[config.mk]
export PLATFORM = sky130hd
export DESIGN_NAME = status_and_reset_timeout
export DESIGN_NICKNAME = d
export VERILOG_FILES = /design/src/core/status_reset_pkg.sv /design/src/core/status_and_reset_timeout.sv
export SDC_FILE = /design/constraint.sdc
export NUM_CORES = 1
export LEC_CHECK = 0
export ABC_AREA = 1
export BUFFER_PORTS_ARGS = -buffer_cell sky130_fd_sc_hd__buf_2
export CORE_ASPECT_RATIO = 0.75
export CORE_UTILIZATION = 48
export CTS_BUF_LIST = sky130_fd_sc_hd__clkbuf_16
export CTS_CLUSTER_SIZE = 10
export DETAILED_ROUTE_END_ITERATION = 12
export HOLD_SLACK_MARGIN = 0.12
export PLACE_DENSITY_LB_ADDON = 0.05
export SYNTH_ARGS = -nofsm -noshare
export SYNTH_HDL_FRONTEND = slang
export SYNTH_SLANG_ARGS = --single-unit
[constraint.sdc]
create_clock -name pclk -period 1.6 [get_ports pclk]
set_input_delay 0.32 -clock pclk [delete_from_list [all_inputs] [get_ports pclk]]
set_output_delay 0.32 -clock pclk [all_outputs]
set_load 0.02 [all_outputs]
[src/core/status_reset_pkg.sv]
// Purpose: Shared constants and carriers for the status register and reset chain
// Assumes: APB slave with 32-bit data, one word per register
// Notes: Offsets are byte addresses
package status_reset_pkg;
  // ---------------------------------------------------------------
  // Register map
  // ---------------------------------------------------------------
  localparam logic [11:0] status_addr_lo = 12'h00_0C; // Data address 03h
  localparam logic [11:0] status_addr_hi = 12'h02_0C; // Data address 83h
  localparam logic [11:0] ctrl_addr = 12'h04_00;
  localparam logic [11:0] seq_addr = 12'h04_04;
  localparam logic [11:0] alu_addr = 12'h04_08;
  localparam logic [11:0] event_addr = 12'h04_0C;

  // ---------------------------------------------------------------
  // Status bit positions
  // ---------------------------------------------------------------
  localparam int carry_bit = 0;
  localparam int half_byte_overflow_bit = 1;
  localparam int zero_bit = 2;
  localparam int sleep_entered_bit = 3;
  localparam int watchdog_expiry_bit = 4;
  localparam int bank_select_low_bit = 5;
  localparam int bank_select_high_bit = 6;
  localparam int indirect_bank_bit = 7;
  localparam logic [7:0] status_por_value = 8'h18;
  localparam logic [7:0] status_upper_mask = 8'hE0;
  localparam logic [7:0] arith_mask = 8'h07;
  localparam logic [7:0] flag_mask = 8'h18;
  localparam logic [7:0] bank_base_low = 8'h00;
  localparam logic [7:0] bank_base_high = 8'h80;

  // ---------------------------------------------------------------
  // Timing
  // ---------------------------------------------------------------
  localparam int power_up_delay_timer_time_ms = 72;
  localparam int rc_osc_hz = 32_000; // Nominal internal RC rate
  localparam int settle_count = 1024;

  // Control register fields
  localparam int ctrl_power_up_delay_timer_en_bit = 0;
  localparam int ctrl_osc_lo_bit = 1; // 2-bit oscillator mode
  // Event register fields (write one to trigger)
  localparam int ev_clear_bit = 0;
  localparam int ev_sleep_bit = 1;
  localparam int ev_wdt_bit = 2;
  localparam int ev_wake_bit = 3;
  localparam int ev_master_clear_pin_bit = 4;
  // ALU register fields
  localparam int alu_a_lo = 0;
  localparam int alu_b_lo = 8;
  localparam int alu_sub_bit = 16;
  localparam int alu_dest_bit = 17;
  localparam int alu_logic_bit = 18;

  typedef enum logic [1:0] {
    crystal_osc_mode,
    low_power_crystal_mode,
    high_speed_crystal_mode,
    resistor_cap_osc_mode
  } osc_mode_e;

  typedef enum logic [1:0] {
    seq_por,
    seq_power_up_delay_timer,
    seq_ost,
    seq_run
  } seq_state_e;

  typedef struct packed {
    logic [31:0] prdata;
    logic pready;
    logic pslverr;
  } apb_rsp_s;
endpackage

[src/core/status_and_reset_timeout.sv]
// Purpose: Processor status register and power-up reset timing chain
// Assumes: Registers reached over APB; supply detector and master clear are pclk-synchronous
// Notes: Power-up delay counts a separate RC oscillator tick; settle counts primary oscillator ticks
// Notes: Writes act only in the run state; reads work at all times
//
// Summary of operation
// - Status writes from flag-updating operations leave zero, digit and carry computed.
// - Status and ALU writes never change watchdog-expiry or sleep-entered flags.
// - Clear of status clears top three bits and sets the zero flag.
// - Bits 7:6 have no effect; software keeps them zero.
// - Subtraction reports carry and digit carry as inverted borrows.
// - Bank select low picks data bank base 00h or 80h.
// - Status decodes at both data addresses 03h and 83h.
// - Supply-rise reset holds chip reset until supply is good.
// - Power-up delay of nominal 72 ms runs only after supply rise.
// - Power-up delay is clocked by a dedicated internal RC tick.
// - Chip stays in reset while the power-up delay counts.
// - Configuration bit enables or bypasses the power-up delay.
// - Settle counter counts 1024 primary oscillator cycles after the delay.
// - Settle runs only in crystal modes, on supply rise or wake.
// - Order is supply reset, then power-up delay, then settle counter.
// - RC mode with delay bypassed gives no time-out at all.
// - Time-outs ignore master clear; its release then starts execution at once.
// - Supply rise sets watchdog-expiry and sleep-entered flags.
// - Master clear in sleep or wake sets expiry, clears sleep-entered flag.
`timescale 1ns/1ps
`default_nettype none
module status_and_reset_timeout #(
  parameter int rc_osc_hz_p = status_reset_pkg::rc_osc_hz,
  parameter int power_up_delay_timer_ticks_p = status_reset_pkg::power_up_delay_timer_time_ms * rc_osc_hz_p / 1000,
  parameter int settle_ticks_p = status_reset_pkg::settle_count
) (
  input wire logic pclk,
  input wire logic presetn,
  input wire logic psel,
  input wire logic penable,
  input wire logic pwrite,
  input wire logic [11:0] paddr,
  input wire logic [31:0] pwdata,
  output logic [31:0] prdata,
  output logic pready,
  output logic pslverr,
  input wire logic supply_good,
  input wire logic rc_osc_tick,
  input wire logic primary_oscillator_input,
  input wire logic master_clear_pin_n,
  output logic chip_reset,
  output logic [7:0] data_bank_base
);
  localparam int power_up_delay_timer_w = $clog2(power_up_delay_timer_ticks_p + 1);
  localparam int settle_w = $clog2(settle_ticks_p + 1);
  // Bits 7:6 are reserved and always held clear
  localparam logic [7:0] reserved_mask =
      (8'h01 << status_reset_pkg::indirect_bank_bit) |
      (8'h01 << status_reset_pkg::bank_select_high_bit);

  typedef struct packed {
    logic [7:0] status;
    logic power_up_delay_timer_en;
    status_reset_pkg::osc_mode_e osc_mode;
    status_reset_pkg::seq_state_e seq;
    logic [power_up_delay_timer_w-1:0] power_up_delay_timer_cnt;
    logic [settle_w-1:0] settle_cnt;
    logic sleeping;
    logic osc_prev;
    logic [31:0] rdata;
    logic [7:0] bank_base;
    logic rst_out;
  } state_s;

  // Whole module state, registered as one word
  state_s st_r;
  state_s st_nxt;

  // Crystal-type oscillator modes need settling
  function automatic logic is_crystal(input status_reset_pkg::osc_mode_e m);
    is_crystal = (m != status_reset_pkg::resistor_cap_osc_mode);
  endfunction

  // Status decode at either bank address
  function automatic logic is_status(input logic [11:0] a);
    is_status = (a == status_reset_pkg::status_addr_lo) || (a == status_reset_pkg::status_addr_hi);
  endfunction

  // Control register decode, shared by writes and reads
  function automatic logic is_ctrl(input logic [11:0] a);
    is_ctrl = (a == status_reset_pkg::ctrl_addr);
  endfunction

  // Bus and arithmetic nets
  logic wr_en;
  logic rd_en;
  logic [8:0] sum_full;
  logic [4:0] sum_half;
  logic [7:0] opnd_b;
  logic [7:0] alu_res;

  // ---------------------------------------------------------------
  // Bus qualifiers and arithmetic unit
  // ---------------------------------------------------------------
  // Access phase only; pready is tied high, so each access ends at its enable edge
  assign wr_en = psel && penable && pwrite;
  assign rd_en = psel && penable && !pwrite;
  // subtract adds the complement plus one, so carry is inverted borrow
  assign opnd_b = pwdata[status_reset_pkg::alu_sub_bit] ?
      ~pwdata[status_reset_pkg::alu_b_lo +: 8] : pwdata[status_reset_pkg::alu_b_lo +: 8];
  // carries out of bit 3 and bit 7
  assign sum_full = {1'b0, pwdata[status_reset_pkg::alu_a_lo +: 8]} + {1'b0, opnd_b}
      + {8'h00, pwdata[status_reset_pkg::alu_sub_bit]};
  assign sum_half = {1'b0, pwdata[status_reset_pkg::alu_a_lo +: 4]} + {1'b0, opnd_b[3:0]}
      + {4'h0, pwdata[status_reset_pkg::alu_sub_bit]};
  assign alu_res = pwdata[status_reset_pkg::alu_logic_bit] ?
      (pwdata[status_reset_pkg::alu_a_lo +: 8] & pwdata[status_reset_pkg::alu_b_lo +: 8]) :
      sum_full[7:0];

  // ---------------------------------------------------------------
  // Next-state logic
  // ---------------------------------------------------------------
  always_comb begin
    st_nxt = st_r;
    st_nxt.osc_prev = primary_oscillator_input;
    // ---------------------------------------------------------------
    // Reset sequencer
    // ---------------------------------------------------------------
    case (st_r.seq)
      status_reset_pkg::seq_por: begin
        // Counters restart from zero on every pass through supply reset
        st_nxt.power_up_delay_timer_cnt = '0;
        st_nxt.settle_cnt = '0;
        if (supply_good) begin
          if (st_r.power_up_delay_timer_en) begin
            st_nxt.seq = status_reset_pkg::seq_power_up_delay_timer;
          end else if (is_crystal(st_r.osc_mode)) begin
            st_nxt.seq = status_reset_pkg::seq_ost;
          end else begin
            st_nxt.seq = status_reset_pkg::seq_run;
          end
        end
      end
      status_reset_pkg::seq_power_up_delay_timer: begin
        if (rc_osc_tick) begin
          st_nxt.power_up_delay_timer_cnt = st_r.power_up_delay_timer_cnt + 1'b1;
        end
        // The count may step once past the limit in the same cycle the state moves on
        if (st_r.power_up_delay_timer_cnt == power_up_delay_timer_w'(power_up_delay_timer_ticks_p)) begin
          st_nxt.seq = is_crystal(st_r.osc_mode) ? status_reset_pkg::seq_ost :
              status_reset_pkg::seq_run;
        end
      end
      status_reset_pkg::seq_ost: begin
        if (primary_oscillator_input && !st_r.osc_prev) begin
          st_nxt.settle_cnt = st_r.settle_cnt + 1'b1;
        end
        if (st_r.settle_cnt == settle_w'(settle_ticks_p)) begin
          st_nxt.seq = status_reset_pkg::seq_run;
          // A wake from sleep ends here too
          st_nxt.sleeping = 1'b0;
        end
      end
      status_reset_pkg::seq_run: begin
        // Counters idle at zero so a later wake starts a full settle
        st_nxt.power_up_delay_timer_cnt = '0;
        st_nxt.settle_cnt = '0;
      end
      default: st_nxt.seq = status_reset_pkg::seq_por;
    endcase
    // ---------------------------------------------------------------
    // Register writes
    // ---------------------------------------------------------------
    // Dropped, not held, while the time-outs run
    if (wr_en && st_r.seq == status_reset_pkg::seq_run) begin
      if (is_status(paddr)) begin
        st_nxt.status = (pwdata[7:0] & ~status_reset_pkg::flag_mask & ~reserved_mask)
            | (st_r.status & status_reset_pkg::flag_mask);
      end else if (is_ctrl(paddr)) begin
        st_nxt.power_up_delay_timer_en = pwdata[status_reset_pkg::ctrl_power_up_delay_timer_en_bit];
        st_nxt.osc_mode = status_reset_pkg::osc_mode_e'(pwdata[status_reset_pkg::ctrl_osc_lo_bit +: 2]);
      end else if (paddr == status_reset_pkg::alu_addr) begin
        st_nxt.status[status_reset_pkg::zero_bit] = (alu_res == 8'h00);
        // Logic operations leave both carries as they were
        if (!pwdata[status_reset_pkg::alu_logic_bit]) begin
          st_nxt.status[status_reset_pkg::carry_bit] = sum_full[8];
          st_nxt.status[status_reset_pkg::half_byte_overflow_bit] = sum_half[4];
        end
        // arithmetic bits keep computed values
        // Only the bank select bit takes the result; the flags above win,
        // and the reset-cause and reserved bits are never written
        if (pwdata[status_reset_pkg::alu_dest_bit]) begin
          st_nxt.status[status_reset_pkg::bank_select_low_bit] =
              alu_res[status_reset_pkg::bank_select_low_bit];
        end
      end else if (paddr == status_reset_pkg::event_addr) begin
        // Several event bits may share one write; later ones win
        if (pwdata[status_reset_pkg::ev_clear_bit]) begin
          // clear upper bits, set zero flag
          st_nxt.status = (st_r.status & ~status_reset_pkg::status_upper_mask);
          st_nxt.status[status_reset_pkg::zero_bit] = 1'b1;
        end
        if (pwdata[status_reset_pkg::ev_sleep_bit]) begin
          st_nxt.status[status_reset_pkg::sleep_entered_bit] = 1'b0;
          st_nxt.status[status_reset_pkg::watchdog_expiry_bit] = 1'b1;
          st_nxt.sleeping = 1'b1;
        end
        if (pwdata[status_reset_pkg::ev_wdt_bit]) begin
          // watchdog expiry
          // Taken after sleep, so a combined write leaves expiry low
          st_nxt.status[status_reset_pkg::watchdog_expiry_bit] = 1'b0;
        end
        if (pwdata[status_reset_pkg::ev_wake_bit] || pwdata[status_reset_pkg::ev_master_clear_pin_bit]) begin
          if (st_r.sleeping) begin
            // wake or master clear from sleep
            st_nxt.status[status_reset_pkg::watchdog_expiry_bit] = 1'b1;
            st_nxt.status[status_reset_pkg::sleep_entered_bit] = 1'b0;
            // settle on wake in crystal modes only
            if (pwdata[status_reset_pkg::ev_wake_bit] && is_crystal(st_r.osc_mode)) begin
              st_nxt.seq = status_reset_pkg::seq_ost;
            end else begin
              st_nxt.sleeping = 1'b0;
            end
          end
        end
      end
    end
    // ---------------------------------------------------------------
    // Supply loss
    // ---------------------------------------------------------------
    // Applied after the writes, so a supply drop wins over a write or event
    // in the same cycle and the reset-cause flags always read as a power-up
    // supply loss restarts the chain
    if (!supply_good) begin
      st_nxt.seq = status_reset_pkg::seq_por;
      st_nxt.status[status_reset_pkg::watchdog_expiry_bit] = 1'b1;
      st_nxt.status[status_reset_pkg::sleep_entered_bit] = 1'b1;
      st_nxt.status[status_reset_pkg::bank_select_low_bit] = 1'b0;
    end
    // ---------------------------------------------------------------
    // Derived outputs
    // ---------------------------------------------------------------
    // direct bank base
    st_nxt.bank_base = st_nxt.status[status_reset_pkg::bank_select_low_bit] ?
        status_reset_pkg::bank_base_high : status_reset_pkg::bank_base_low;
    // master clear gates only the output
    // A held pin keeps reset on after the time-outs; its release acts next edge
    st_nxt.rst_out = (st_nxt.seq != status_reset_pkg::seq_run) || !master_clear_pin_n;
    // ---------------------------------------------------------------
    // Read data
    // ---------------------------------------------------------------
    // Read data stands one cycle, zero otherwise
    st_nxt.rdata = '0;
    if (rd_en) begin
      if (is_status(paddr)) begin
        st_nxt.rdata[7:0] = st_r.status;
      end else if (is_ctrl(paddr)) begin
        st_nxt.rdata[status_reset_pkg::ctrl_power_up_delay_timer_en_bit] = st_r.power_up_delay_timer_en;
        st_nxt.rdata[status_reset_pkg::ctrl_osc_lo_bit +: 2] = st_r.osc_mode;
      end else if (paddr == status_reset_pkg::seq_addr) begin
        st_nxt.rdata[1:0] = st_r.seq;
        st_nxt.rdata[2] = st_r.sleeping;
      end
    end
  end

  // ---------------------------------------------------------------
  // State register
  // ---------------------------------------------------------------
  always_ff @(posedge pclk or negedge presetn) begin
    if (!presetn) begin
      // Power-up values; all other state clears
      st_r <= '0;
      st_r.status <= status_reset_pkg::status_por_value;
      st_r.power_up_delay_timer_en <= 1'b1;
      st_r.seq <= status_reset_pkg::seq_por;
      st_r.rst_out <= 1'b1;
    end else begin
      st_r <= st_nxt;
    end
  end

  // Outputs; no wait state, pready stays high
  assign prdata = st_r.rdata;
  assign pready = 1'b1;
  assign pslverr = 1'b0;
  assign chip_reset = st_r.rst_out;
  assign data_bank_base = st_r.bank_base;
endmodule
`default_nettype wire

==> results by group <==
Run status
  • Status: finished with violations
  • Violated checks: design-rule violations, negative setup slack

Routing
  • Routed WL: 8120 µm
  • DR vias/cell: 5.00
  • Initial DRT Pass Iterations: 9
  • Initial DRC Count: 113
  • Vias: 3243
  • # DRC: 16
  • Average wire per standard cell: 12.5 µm
  • Detail Route Antenna Nets: 0

Placement
  • Inst Count DP: 626
  • Port bufs: 47
  • DP Wirelength: 6080 µm
  • Post-Place Worst Slack: -362 ps
  • GPL Wtd Cong: 0.896

Logic synthesis
  • Cell taking the most area after synthesis: dfrtp_1
  • Synth top area share: 29.5%
  • Syn avg cell area: 7.22 µm²
  • Primary FF master, synth: dfrtp_1
  • Compound-cell area share of the yosys netlist: 10.9%
  • Async SR Flop Fraction: 100%
  • Post-Synth XOR/XNOR Area: 2.91%
  • Number of synthesized flops with an enable pin: 0
  • Post-Syn Area: 3310 µm²
  • Post-synthesis cell count: 458
  • Synth Area in Simple Gates: 29.0%
  • Largest cells by area after synthesis: dfrtp_1 (30%), nand2_1 (12%), buf_4 (9.5%)
  • Yosys cell types: 41
  • Largest family of logic cells by synthesized area: simple AND/OR/NAND/NOR gates
  • Mux share of post-synthesis cell area: 0.340%
  • Synth warnings: 0
  • Adder and majority gate portion of the synthesized area: 6.66%
  • Register area share after synthesis: 32.7%
  • Seq cells post-synth: 43

GRT
  • Initial antenna violation count: 0
  • Total track usage: 22.3%
  • Largest net degree at the start of global routing: 44
  • Vias in the first global route: 2857
  • Grt total ovfl: 0
  • First-pass GRT wire length: 12900 µm

Setup path
  • Data arrival, critical path: 1920 ps
  • CP Launch Type: flop
  • Critical-path cell list: inv_2 -> ha_4 -> o22ai_4 -> nand2_1 -> nor2_2 -> nand2_2 -> nor2_2 -> a21oi_2 -> nor3_2
  • Crit path max-delay family: simple AND/OR/NAND/NOR gates
  • CP max stage delay: 380 ps
  • Crit path buffers/inverters: 1
  • Most frequent CP cell: nor2_2
  • CP Max Fanout: 4
  • CP endpoint kind: flop
  • CP max-delay cell: dfrtp_1
  • Critical path class: reg2reg
  • Req. time, crit path: 1790 ps

CTS
  • Worst skew pair latency: 280 ps
  • Reg clk slew, reported paths: 60 ps
  • Clk buf depth: 2
  • CTS tree: yes
  • CTS H-Tree Depth: 2
  • Total CTS buffers: 5
  • Clk sinks: 43
  • Root Buffer: clkbuf_16

Power
  • Worst VDD drop: 0.537 mV
  • Static leakage: 2.25 nW
  • PD cells: 709 nW/µm²

Floorplanning
  • Initial Utilization: 51.1%
  • Ports: 96
  • DIE HEIGHT: 73.9 µm
  • # rows: 25
  • Die Wd: 97.9 µm
  • Die Area: 7230 µm²
  • Core Box Area: 6470 µm²

Timing
  • Pins over their slew limit: 0
  • Setup tns final: -482 ps
  • Setup-failing EPs final: 9
  • Hold Vio Cnt, Final: 0
  • Final period util: 108%
  • Layout Skew: 8.72 ps
  • Setup WS post-layout: -123 ps
  • Highest clock rate: 580 MHz
  • RSZ-0062 raised after global routing: yes
  • Final worst path period need: 1720 ps

Finish
  • Final core utilization: 69.6%
  • Fillers: 542
  • Finished Layout Cells: 648
  • Final #Nets: 636
  • Share of cells above drive strength 1: 37.7%
  • Layout area overhead: 36.3%
  • Antenna cells: 0

Worst hold path
  • Hold/Removal Path Class: in2reg

Run
  • Max cap viols: 0
cells in the final DEF, fill, tap and decap left out, drive strengths merged, types with 3 or more instances in the layout:
cell type / instances
nand3: 28
o211ai: 4
conb: 35
xor2: 11
o21ai: 18
nand2: 105
nand4: 8
a31oi: 3
o22ai: 5
nor3: 21
a21oi: 20
clkbuf: 5
dfrtp: 39
o31ai: 3
dfstp: 4
ha: 16
inv: 68
nor2: 45
buf: 111
nor4: 3
repair_timing:
action,CTS,global route
buffers inserted,4,10
gates cloned,0,0
pin swaps,12,38
endpoints found under the setup margin,14,25
hold endpoints to repair,39,0
hold buffers,1,0
resized for setup,16,73
path summary, 6_finish.rpt:
kind                                          startpoint                   end  slack (ps)  cells past startpoint
min in group asynchronous                        presetn   prdata[5]$_DFF_PN0_         550                      3
worst max register to register        st_r[66]$_DFF_PN0_  st_r[49]$_DFFE_PN0P_        -120                      9
worst min-delay path            primary_oscillator_input    st_r[41]$_DFF_PN0_         170                      1
worst min register to register      st_r[65]$_DFFE_PN0P_  st_r[65]$_DFFE_PN0P_         470                      1
worst max-delay path                  st_r[66]$_DFF_PN0_  st_r[49]$_DFFE_PN0P_        -120                      9
max in group asynchronous                        presetn  chip_reset$_DFF_PN1_         760                      3
synth_stat cells, types with 2 or more instances:
cell,number
a21oi_1,19
a221oi_1,2
a31oi_1,3
buf_4,42
conb_1,2
dfrtp_1,39
dfstp_2,4
ha_1,16
inv_1,64
inv_2,2
nand2_1,102
nand2_2,3
nand3_1,27
nand4_1,8
nor2_1,40
nor2_2,5
nor3_1,18
nor3_2,2
nor3b_1,2
nor4_1,3
o211ai_1,3
o21ai_0,17
o22ai_1,4
o31ai_1,3
or2_2,2
xor2_1,11
logic make-up (layout without fill, tap and decap cells):
family,count (synthesis),count (layout)
simple gates,215,215
buf+inv,110,186
compound gates,59,59
flops,43,43
fa+ha+maj,17,17
xor+xnor,11,11
other cells,2,35
mux,1,1
metal layers:
| metal | GRT usage (%) | vias up | share of wire [%] |
|---|---|---|---|
| met5 | 0 | - | 0 |
| met4 | 4.04 | 0 | 0.84 |
| met3 | 4.38 | 9 | 5.1 |
| met2 | 35.5 | 92 | 46 |
| met1 | 31.8 | 1511 | 48 |
| li1 | - | 1631 | - |
flip-flops by register name, indices dropped and copies added, names as in the netlist:
| register | count |
|---|---|
| prdata | 6 |
| chip_reset | 1 |
| st_r | 35 |
| data_bank_base | 1 |
stage by stage:
step	instance area (µm²)	hold slack [ps]	total power, mW
4_1_cts	4170	151	3.10
3_3_place_gp	3900	313	1.93
3_5_place_dp	3900	318	1.95
5_1_grt	4510	165	3.39
2_1_floorplan	3500	24.4	1.70
6_report	4510	169	3.20
worst reg2reg max path: stages, from the launching register on:
cell and delay [ps]:
dfrtp_1 380, inv_2 110, ha_4 240, o22ai_4 210
nand2_1 90, nor2_2 150, nand2_2 100, nor2_2 110
a21oi_2 60, nor3_2 190
cell type report:
cell class              instances  area [µm²]  share of cell area, %
repair buffers                112         777                   17.2
clock inverters                 3        37.5                  0.832
well taps                      81         101                   2.25
inverters                      66         250                   5.55
multi-input cells             338        2140                   47.4
flip-flops and latches         43        1080                   24.0
clock buffers                   5         125                   2.77
report_power, final:
group	total [mW]	internal (mW)	switching [mW]
Combinational	0.932	0.394	0.538
Clock	1.11	0.724	0.387
Sequential	1.15	1.12	0.0271
Total	3.20	2.24	0.952
(Power assumes the default switching activity.)
